===== src/core/mis_pkg.sv =====
// constants shared by the interrupt sequencer files
// assumes one 50 MHz clock and synchronous active-high reset
`default_nettype none

package mis_pkg;
  localparam int          PC_W          = 15;
  localparam int          SP_W          = 8;
  localparam int          CYC_W         = 3;
  // instruction cycle time in ns and the clock period in ns
  localparam int          TC_NS         = 1000;
  localparam int          CLK_NS        = 20;
  localparam int          TC_CLKS       = TC_NS / CLK_NS;
  localparam int          ACK_CYCLES    = 7;
  localparam logic [14:0] IRQ_VECTOR    = 15'h00FF;
  localparam logic [14:0] PC_RESET      = 15'h0000;
  localparam logic [7:0]  SP_RESET      = 8'h6F;
  localparam logic [7:0]  SP_STEP       = 8'h02;
  // control register bit positions
  localparam int          CTL_EDGE_BIT  = 1;
  localparam int          CTL_W         = 8;
  // status register bit positions
  localparam int          ST_GIE_BIT    = 0;
  localparam int          ST_ENI_BIT    = 1;
  localparam int          ST_EXTP_BIT   = 3;
  localparam int          ST_TIMER_IRQ_ENABLE_BIT   = 4;
  localparam int          ST_TMRP_BIT   = 5;
  localparam int          ST_W          = 8;
  localparam logic [7:0]  REG_RESET     = 8'h00;

  typedef enum logic [3:0] {
    MIS_OP_NONE = 4'h1,
    MIS_OP_RET  = 4'h2,
    MIS_OP_RETS = 4'h4,
    MIS_OP_RETURN_ENABLE_IRQ = 4'h8
  } mis_ret_t;

  typedef enum logic [2:0] {
    MIS_IDLE = 3'h1,
    MIS_ACK  = 3'h2,
    MIS_POP  = 3'h4
  } mis_state_t;
endpackage

`default_nettype wire


===== src/core/mcu_interrupt_sequencer.sv =====
// interrupt sequencer: flags, enables, acknowledge and return sequences
// assumes the cpu sequencer presents boundaries, opcodes and stack data
`default_nettype none

module mcu_interrupt_sequencer
  import mis_pkg::*;
#(
  parameter int PCW = PC_W,
  parameter int SPW = SP_W
) (
  input  wire logic             sys_clk,
  input  wire logic             sys_rst,
  // pin, timer and cpu sequencer side
  input  wire logic             port_g_bit0,
  input  wire logic             timer_event,
  input  wire logic             instr_boundary,
  input  wire logic             opcode_zero,
  input  wire logic [PCW-1:0]   next_pc,
  input  wire logic [3:0]       return_op,
  input  wire logic [PCW-1:0]   pop_data,
  // software writes of the mapped registers
  input  wire logic             status_wr,
  input  wire logic [ST_W-1:0]  status_wdata,
  input  wire logic             control_wr,
  input  wire logic [CTL_W-1:0] control_wdata,
  input  wire logic             sp_wr,
  input  wire logic [SPW-1:0]   sp_wdata,
  // register views and stack ram side
  output var  logic [ST_W-1:0]  status_flags_reg,
  output var  logic [CTL_W-1:0] control_reg,
  output var  logic [SPW-1:0]   stack_pointer,
  output var  logic [PCW-1:0]   program_counter,
  output var  logic             pc_load,
  output var  logic             push_strobe,
  output var  logic [SPW-1:0]   push_addr,
  output var  logic [PCW-1:0]   push_data,
  output var  logic             pop_strobe,
  output var  logic [SPW-1:0]   pop_addr,
  output var  logic             skip_next,
  output var  logic             seq_busy,
  output var  logic             irq_request
);
  // ------------------------------------------------------------
  // cycle tick and external edge
  // ------------------------------------------------------------
  logic tick;
  logic extHit;

  mis_cycle_tick #(
    .DIV (TC_CLKS)
  ) u_tick (
    .sys_clk (sys_clk),
    .sys_rst (sys_rst),
    .tick    (tick)
  );

  mis_edge_catch u_edge (
    .sys_clk (sys_clk),
    .sys_rst (sys_rst),
    .tick    (tick),
    .pin     (port_g_bit0),
    .fallSel (control_reg[CTL_EDGE_BIT]),
    .hit     (extHit)
  );

  // ------------------------------------------------------------
  // request decode
  // ------------------------------------------------------------
  mis_state_t      state;
  logic [CYC_W-1:0] cycCount;
  logic            hwReq;
  logic            startHw;
  logic            startSw;
  logic            startPop;
  logic            popRet;
  logic            popRetS;
  logic            popRetI;

  function automatic logic maskable_req(input logic [ST_W-1:0] st);
    maskable_req = st[ST_GIE_BIT] &
                   ((st[ST_EXTP_BIT] & st[ST_ENI_BIT]) |
                    (st[ST_TMRP_BIT] & st[ST_TIMER_IRQ_ENABLE_BIT]));
  endfunction

  assign hwReq    = maskable_req(status_flags_reg);
  // boundary start
  // registered enables let a same-cycle clear still start a sequence
  assign startHw  = tick & instr_boundary & (state == MIS_IDLE) & hwReq;
  assign startSw  = tick & instr_boundary & (state == MIS_IDLE) &
                    ~hwReq & opcode_zero;

  // ------------------------------------------------------------
  // return decode
  // ------------------------------------------------------------
  always_comb begin
    popRet  = 1'b0;
    popRetS = 1'b0;
    popRetI = 1'b0;
    case (return_op)
      MIS_OP_RET: begin
        popRet = 1'b1;
      end
      MIS_OP_RETS: begin
        popRetS = 1'b1;
      end
      MIS_OP_RETURN_ENABLE_IRQ: begin
        popRetI = 1'b1;
      end
      default: begin
        popRet = 1'b0;
      end
    endcase
  end

  assign startPop = tick & instr_boundary & (state == MIS_IDLE) &
                    ~hwReq & ~opcode_zero & (popRet | popRetS | popRetI);

  // ------------------------------------------------------------
  // sequence state
  // ------------------------------------------------------------
  logic retEnable;

  always_ff @(posedge sys_clk) begin
    if (sys_rst) begin
      state    <= MIS_IDLE;
      cycCount <= 3'h0;
      seq_busy <= 1'b0;
    end else if (tick) begin
      case (state)
        MIS_IDLE: begin
          if (startHw | startSw) begin
            state    <= MIS_ACK;
            cycCount <= 3'(ACK_CYCLES - 1);
            seq_busy <= 1'b1;
          end else if (startPop) begin
            state    <= MIS_POP;
            seq_busy <= 1'b1;
          end
        end
        MIS_ACK: begin
          if (cycCount == 3'h1) begin
            state    <= MIS_IDLE;
            seq_busy <= 1'b0;
          end
          cycCount <= cycCount - 3'h1;
        end
        MIS_POP: begin
          state    <= MIS_IDLE;
          seq_busy <= 1'b0;
        end
        default: begin
          state    <= MIS_IDLE;
          seq_busy <= 1'b0;
        end
      endcase
    end
  end

  always_ff @(posedge sys_clk) begin
    if (sys_rst) begin
      retEnable <= 1'b0;
      skip_next <= 1'b0;
    end else if (tick) begin
      if (startPop) begin
        retEnable <= popRetI;
        skip_next <= popRetS;
      end else begin
        skip_next <= 1'b0;
      end
    end
  end

  // ------------------------------------------------------------
  // stack pointer and stack ram strobes
  // ------------------------------------------------------------
  // push, pop and pointer step
  always_ff @(posedge sys_clk) begin
    if (sys_rst) begin
      stack_pointer <= SP_RESET;
      push_strobe   <= 1'b0;
      push_addr     <= 8'h00;
      push_data     <= PC_RESET;
      pop_strobe    <= 1'b0;
      pop_addr      <= 8'h00;
    end else begin
      push_strobe <= 1'b0;
      pop_strobe  <= 1'b0;
      if (tick & (startHw | startSw)) begin
        push_strobe   <= 1'b1;
        push_addr     <= stack_pointer;
        push_data     <= next_pc;
        stack_pointer <= stack_pointer - SP_STEP;
      end else if (tick & startPop) begin
        pop_strobe    <= 1'b1;
        pop_addr      <= stack_pointer + SP_STEP;
        stack_pointer <= stack_pointer + SP_STEP;
      end else if (sp_wr) begin
        stack_pointer <= sp_wdata;
      end
    end
  end

  // ------------------------------------------------------------
  // program counter
  // ------------------------------------------------------------
  // vector and return address load
  always_ff @(posedge sys_clk) begin
    if (sys_rst) begin
      program_counter <= PC_RESET;
      pc_load         <= 1'b0;
    end else begin
      pc_load <= 1'b0;
      if (tick & (state == MIS_ACK) & (cycCount == 3'h1)) begin
        program_counter <= IRQ_VECTOR;
        pc_load         <= 1'b1;
      end else if (tick & (state == MIS_POP)) begin
        program_counter <= pop_data;
        pc_load         <= 1'b1;
      end
    end
  end

  // ------------------------------------------------------------
  // status and control registers
  // ------------------------------------------------------------
  logic [ST_W-1:0] next_status;

  always_comb begin
    next_status = status_wr ? status_wdata : status_flags_reg;
    if (tick & startHw) begin
      next_status[ST_GIE_BIT] = 1'b0;
    end
    if (tick & (state == MIS_POP) & retEnable) begin
      next_status[ST_GIE_BIT] = 1'b1;
    end
    if (extHit) begin
      next_status[ST_EXTP_BIT] = 1'b1;
    end
    if (timer_event) begin
      next_status[ST_TMRP_BIT] = 1'b1;
    end
  end

  always_ff @(posedge sys_clk) begin
    if (sys_rst) begin
      status_flags_reg <= REG_RESET;
    end else begin
      status_flags_reg <= next_status;
    end
  end

  always_ff @(posedge sys_clk) begin
    if (sys_rst) begin
      control_reg <= REG_RESET;
    end else if (control_wr) begin
      control_reg <= control_wdata;
    end
  end

  // ------------------------------------------------------------
  // request output
  // ------------------------------------------------------------
  // registered request
  // built from the next status so it lines up with the register
  always_ff @(posedge sys_clk) begin
    if (sys_rst) begin
      irq_request <= 1'b0;
    end else begin
      irq_request <= maskable_req(next_status);
    end
  end
endmodule

`default_nettype wire


===== src/core/mis_cycle_tick.sv =====
// instruction-cycle enable divider
// assumes the system clock and synchronous reset of the block
`default_nettype none

module mis_cycle_tick
  import mis_pkg::*;
#(
  parameter int DIV = TC_CLKS
) (
  input  wire logic sys_clk,
  input  wire logic sys_rst,
  output var  logic tick
);
  logic [6:0] count;

  always_ff @(posedge sys_clk) begin
    if (sys_rst) begin
      count <= 7'h00;
      tick  <= 1'b0;
    end else if (count == 7'(DIV - 1)) begin
      count <= 7'h00;
      tick  <= 1'b1;
    end else begin
      count <= count + 7'h01;
      tick  <= 1'b0;
    end
  end
endmodule

`default_nettype wire


===== src/core/mis_edge_catch.sv =====
// pin sampler with selectable edge detection on cycle ticks
// assumes the pin is synchronous to sys_clk
`default_nettype none

module mis_edge_catch (
  input  wire logic sys_clk,
  input  wire logic sys_rst,
  input  wire logic tick,
  input  wire logic pin,
  input  wire logic fallSel,
  output var  logic hit
);
  logic prevPin;
  logic armed;

  // first tick only loads the sample, so no false edge follows reset
  always_ff @(posedge sys_clk) begin
    if (sys_rst) begin
      prevPin <= 1'b0;
      armed   <= 1'b0;
      hit     <= 1'b0;
    end else if (tick) begin
      prevPin <= pin;
      armed   <= 1'b1;
      hit     <= armed & (fallSel ? (prevPin & ~pin) : (~prevPin & pin));
    end else begin
      hit     <= 1'b0;
    end
  end
endmodule

`default_nettype wire


===== config.mk =====
export PLATFORM = sky130hd
export DESIGN_NAME = mcu_interrupt_sequencer
export DESIGN_NICKNAME = d
export VERILOG_FILES = /design/src/core/mis_pkg.sv /design/src/core/mcu_interrupt_sequencer.sv /design/src/core/mis_cycle_tick.sv /design/src/core/mis_edge_catch.sv
export SDC_FILE = /design/constraint.sdc
export NUM_CORES = 1
export LEC_CHECK = 0
export BUFFER_PORTS_ARGS = -buffer_cell sky130_fd_sc_hd__buf_2
export CAP_MARGIN = 20
export CORE_MARGIN = 1
export CORE_UTILIZATION = 39
export DETAILED_ROUTE_END_ITERATION = 6
export GPL_ROUTABILITY_DRIVEN = 0
export PLACE_DENSITY_LB_ADDON = 0.3
export SYNTH_ARGS = -nofsm -noshare
export SYNTH_HDL_FRONTEND = slang
export SYNTH_HIERARCHICAL = 1
export SYNTH_SLANG_ARGS = --single-unit

===== constraint.sdc =====
create_clock -name sys_clk -period 2.8 [get_ports sys_clk]
set_input_delay 0.56 -clock sys_clk [delete_from_list [all_inputs] [get_ports sys_clk]]
set_output_delay 0.56 -clock sys_clk [all_outputs]
set_load 0.01 [all_outputs]

; Word-level counts from Yosys, hierarchy flattened
; Cells that the tools add are included.
[totals]
regBits = 94
latch_bits = 0
ramBits = 0
rom_bits = 0
inputBits = 67
wordCells = 113
mem_count = 0
[op_classes]
n_addsub = 4
n_mul = 0
div_mod_pow = 0
order_cmp = 0
n_eq_ne = 11
n_shift = 0
muxes = 30
n_bitwise = 34
reduce_logical = 11
[ops]
columns = op, count
row1 = $mux 8, 5
row2 = $and 1x1->1, 23
row3 = $mux 1, 17
row4 = $mux 3, 4
row5 = $pmux 3 s2, 2
row6 = $add 8x2->8 const B, 1
row7 = $reduce_or 2->1, 4
row8 = $sub 8x2->8 const B, 1
row9 = $add 7x1->7 const B, 1
row10 = $eq 7x6->1 const B, 1
row11 = $eq 3x1->1 const B, 2
row12 = $mux 6, 1
row13 = $not 1->1, 6
row14 = $reduce_and 3->1, 2
row15 = $or 1x1->1, 5
row16 = $eq 4x2->1 const B, 1
row17 = $eq 4x3->1 const B, 1
row18 = $eq 4x4->1 const B, 1
row19 = $reduce_and 2->1, 2
row20 = $reduce_bool 2->1, 2
row21 = $eq 3x2->1 const B, 1
row22 = $eq 3x3->1 const B, 1
row23 = $ne 3x2->1 const B, 1
row24 = $reduce_bool 3->1, 1
row25 = 4 further kinds, 4

; Depth between registers and ports, before layout
[logic_depth]
ltp_word = 10
depth_mapped = 8
depth_no_buf = 6

; By module
; The synthesis kept the hierarchy.
[modules_own_cells]
columns = mod, n_inst, cells_per_inst, area_per_inst_um2, seq_area_each_um2
row1 = mcu_interrupt_sequencer, 1, 423, 3515.9, 1661.6
row2 = mis_cycle_tick, 1, 32, 321.6, 160.2
row3 = mis_edge_catch, 1, 11, 113.9, 60.1

; Worst setup path after synthesis
; OpenSTA, ideal clock, no wires.
[synth_path]
kind = input port to flip-flop
start = input return_op[1]
end = register stack_pointer[3]
arrival_ps = 1698
required_ps = 2656
setup_slack_ps = 959
cell_stages = 5
n_path_buf = 0
path_cell_list = xor2_1 o211ai_2 or3_1 a2111oi_2 a311oi_1
[synth_between]
elab_chain_cells = 8
elab_cells_between_ends = 13
classes_between = 3 x eq/ne / 5 x mux / 4 x bitwise / 1 x reduce/logical
[synth_rtl]
columns = item, line_no
row1 = from (decl), mcu_interrupt_sequencer.sv:19  ; input wire logic [3:0] return_op,
row2 = $eq 4x2->1 / $eq 4x3->1 (equally long branches), mcu_interrupt_sequencer.sv:99  ; case (return_op)
row3 = $mux 1, mcu_interrupt_sequencer.sv:99
row4 = $or 1x1->1, mcu_interrupt_sequencer.sv:116  ; ~hwReq & ~opcode_zero & (popRet | popRetS | popRetI);
row5 = $or 1x1->1 *, mcu_interrupt_sequencer.sv:116
row6 = $and 1x1->1 *, mcu_interrupt_sequencer.sv:116
row7 = $and 1x1->1 *, mcu_interrupt_sequencer.sv:193  ; end else if (tick & startPop) begin
row8 = $mux 8, mcu_interrupt_sequencer.sv:193
row9 = $mux 8, mcu_interrupt_sequencer.sv:188  ; if (tick & (startHw | startSw)) begin
row10 = to (signal assigned), mcu_interrupt_sequencer.sv:192  ; stack_pointer <= stack_pointer - SP_STEP;
row11 = to (signal assigned), mcu_interrupt_sequencer.sv:196  ; stack_pointer <= stack_pointer + SP_STEP;
row12 = to (signal assigned), mcu_interrupt_sequencer.sv:198  ; stack_pointer <= sp_wdata;
row13 = to (decl), mcu_interrupt_sequencer.sv:31  ; output var logic [SPW-1:0] stack_pointer,
; Every way passes the cells marked *; elsewhere a longest branch is shown, timed or not.
; A chain may end at the register's enable or synchronous reset.

; Worst setup path in the final report
[layout_path]
start = register u_tick.tick
end = register pop_addr[3]
[layout_between]
elab_chain_cells = 8
elab_cells_between_ends = 12
classes_between = 11 x bitwise / 1 x reduce/logical
[layout_rtl]
columns = item, line_no
row1 = from (decl), mis_cycle_tick.sv:12  ; output var logic tick
row2 = from (signal assigned), mis_cycle_tick.sv:19  ; tick <= 1'b0;
row3 = from (signal assigned), mis_cycle_tick.sv:22  ; tick <= 1'b1;
row4 = from (signal assigned), mis_cycle_tick.sv:25  ; tick <= 1'b0;
row5 = $and 1x1->1 (2 in a row), "mcu_interrupt_sequencer.sv:88, mcu_interrupt_sequencer.sv:89, mcu_interrupt_sequencer.sv:115"
row6 = $and 1x1->1, "mcu_interrupt_sequencer.sv:89, mcu_interrupt_sequencer.sv:115"
row7 = $and 1x1->1, mcu_interrupt_sequencer.sv:90  ; ~hwReq & opcode_zero;
row8 = $or 1x1->1, mcu_interrupt_sequencer.sv:188
row9 = $and 1x1->1, mcu_interrupt_sequencer.sv:188
row10 = $not 1->1 (no line), --
row11 = $reduce_and 2->1 (no line) *, --
row12 = to (signal assigned), mcu_interrupt_sequencer.sv:195  ; pop_addr <= stack_pointer + SP_STEP;
row13 = to (decl), mcu_interrupt_sequencer.sv:38  ; output var logic [SPW-1:0] pop_addr,
; Marked as above.

==> impl_metrics.env <==
export IMPL_r2r_worst_path_cells=6
export IMPL_port_buffer_count=142
export IMPL_async_reset_ff_share_pct=0
export IMPL_cts_tree="built"
export IMPL_synthesis_area_um2=3950
export IMPL_outcome="complete, no violations"
export IMPL_wire_per_inst_um=14.0
export IMPL_cp_cell_sequence="nor2b_1 > nand3_2 > nor3_2 > buf_4 > nor2_1 > a211oi_1"
export IMPL_htreeDepth=3
export IMPL_setup_viol=0
export IMPL_post_cts_buffers=0
export IMPL_first_global_vias=3410
export IMPL_drive_gt1_share_pct=28.9
export IMPL_via_per_inst=5.08
export IMPL_critPathLaunch="u_tick/tick"
export IMPL_overflow=0
export IMPL_ant_nets=0
export IMPL_yosysUniqueCellTypes=51
export IMPL_grt_usage_pct=19.5
export IMPL_switching_share_pct=25.3
export IMPL_initial_core_util_pct=40.4
export IMPL_area_growth_pct=26.0
export IMPL_numClockSinks=94
export IMPL_fin_setup_tns_ns=0
export IMPL_drc=0
export IMPL_n_antenna_cell=0
export IMPL_dieArea_um2=10500
export IMPL_ys_seq_area_share_pct=47.6
export IMPL_worst_path_stages=6
export IMPL_r2r_slack_ns=0.70
export IMPL_core_area_um2=9770
export IMPL_intPower_uw=1910
export IMPL_antenna_found_initial=0
export IMPL_p_leak_uw=0.00218
export IMPL_cts_resized=0
export IMPL_hold_class="input port to flop"
export IMPL_fin_crit_sh_pct=75.0
export IMPL_reg2reg_to="pop_addr[3]"
export IMPL_cts_root_buf="clkbuf_8"
export IMPL_synth_ff_type="dfxtp_1"
export IMPL_synth_cells=466
export IMPL_max_freq_ghz=0.476
export IMPL_yosysWarnings=6
export IMPL_vdd_drop_max_uv=199
export IMPL_pwr_share_seq_pct=54.6
export IMPL_p_per_area_nw_per_um2=514
export IMPL_cts_buffers=9
export IMPL_drt_initial_drc_count=159
export IMPL_fin_skew_ns=0.00767
export IMPL_grt_max_degree=52
export IMPL_totalWireLength_um=10300
export IMPL_final_cell_mix="142 x buf_2, 97 x nand2_1, 94 x dfxtp_1"
export IMPL_cp_arrival_ns=2.36
export IMPL_crit_end="pop_addr[3]"
export IMPL_cp_buffers_inverters=1
export IMPL_syn_nets=539
export IMPL_hold_viol=0
export IMPL_worst_pin_slew_ns=0.963
export IMPL_crit_slowest_cell="dfxtp_1"
export IMPL_worstSetupEndpointType="flop"
export IMPL_vias=3746
export IMPL_die_x_um=103
export IMPL_fp_row_count=36
export IMPL_dp_hpwl_um=7610
export IMPL_grt_pass1_wl_um=16000
export IMPL_slew_viol_final=0
export IMPL_largestRegisters="program_counter (15), push_data (15)"
export IMPL_critPathTopFamily="simple AND/OR/NAND/NOR gates"
export IMPL_ios=143
export IMPL_p_sw_uw=647
export IMPL_nNetsFinal=673
export IMPL_nFillCells=958
export IMPL_slew_headroom_pct=35.8
export IMPL_synth_area_per_cell_um2=8.48
export IMPL_final_common_cell="buf_2"
export IMPL_cp_max_fo=12
export IMPL_clk_pin_slew_worst_paths_ns=0.10
export IMPL_required_ns=3.06
export IMPL_rr_startpoint="u_tick/tick"
export IMPL_synth_edf_count=0
export IMPL_critPathKind="flop to flop"
export IMPL_rsz0062_at_grt="false"
export IMPL_die_y_um=103
export IMPL_comb_power_share_pct=9.1
export IMPL_slowest_delay_ns=0.58
export IMPL_start_kind="flop"
export IMPL_firstDrtPassIters=5
export IMPL_period_needed_ns=2.10
export IMPL_clkLatencyLatePin_ns=0.35
export IMPL_final_util_pct=50.9
export IMPL_cap_violations=0
export IMPL_ys_ff_latch=94
export IMPL_power_share_clock_pct=36.4
export IMPL_ctsHoldBuffers=0
export IMPL_clockBufferDepth=2
-- worst reg2reg max path: stages (launching register included) --
cell	delay [ns]
dfxtp_1	0.58
nor2b_1	0.25
nand3_2	0.25
nor3_2	0.43
buf_4	0.24
nor2_1	0.05
a211oi_1	0.21
-- kinds of logic after synthesis --
group                    Yosys count  share of synthesized area [%]
AND/OR/NAND/NOR                  196                           22.2
AO/OA/AOI/OAI                    108                           18.0
flip-flops                        94                           47.6
buffers and inverters             33                           3.39
multiplexers                      16                           4.05
XOR/XNOR                          13                           2.88
adder cells (fa/ha/maj)            6                           1.90
-- power by group through the flow --
stage | Clock, uW | Combinational (uW) | Sequential [uW]
floorplan | 0 | 126 | 1420
global placement | 0 | 227 | 1430
detailed placement | 0 | 232 | 1430
CTS | 958 | 233 | 1400
global route | 1020 | 255 | 1400
finish | 931 | 232 | 1400
-- cell usage after synthesis, types with 8 or more instances --
library cell	n	area, um2
a21oi_1	49	245
a31oi_1	11	68.8
clkbuf_1	16	60.1
dfxtp_1	94	1880
inv_1	8	30.0
mux2i_1	16	160
nand2_1	97	364
nand3_1	16	80.1
nor2_1	45	169
nor2b_1	8	50.1
o21ai_0	13	65.1
xor2_1	9	78.8
-- worst min path at each step --
stage                       start                  end  slack [ns]  cells after the start
finish               pop_data[13]  program_counter[13]        0.43                      3
global route           next_pc[8]         push_data[8]        0.41                      3
CTS                  pop_data[13]  program_counter[13]        0.42                      3
detailed placement  push_data[14]        push_data[14]        0.45                      2
global placement     push_data[0]         push_data[0]        0.44                      2
floorplan               retEnable            retEnable        0.43                      2
-- per-stage QoR --
step           total power (uW)  cells  setup WS (ns)  hold WS (ns)  instance area, um2
5_1_grt                    2680    738          0.550         0.413                4980
2_1_floorplan              1550    466          0.959         0.432                3950
3_5_place_dp               1660    722          0.650         0.446                4770
3_3_place_gp               1650    722          0.683         0.439                4770
4_1_cts                    2590    738          0.720         0.416                4980
6_report                   2560    738          0.700         0.434                4980
-- layer usage --
metal	vias to the layer above	global-route usage (%)	part of all wire, %
met5	-	0	0
met4	0	8.57	2.2
met3	16	4.47	5.0
met2	106	34.2	51
met1	1753	22.7	42
li1	1871	-	-
-- cell type report --
cell class	instances	area, um2	share of cell area (%)
Sequential cell	94	1880	37.8
Tap cell	133	166	3.34
Clock buffer	10	138	2.76
Timing Repair Buffer	148	756	15.2
Multi-Input combinational cell	339	1940	38.9
Clock inverter	6	70.1	1.41
Inverter	8	30.0	0.603
(Power assumes the default switching activity.)
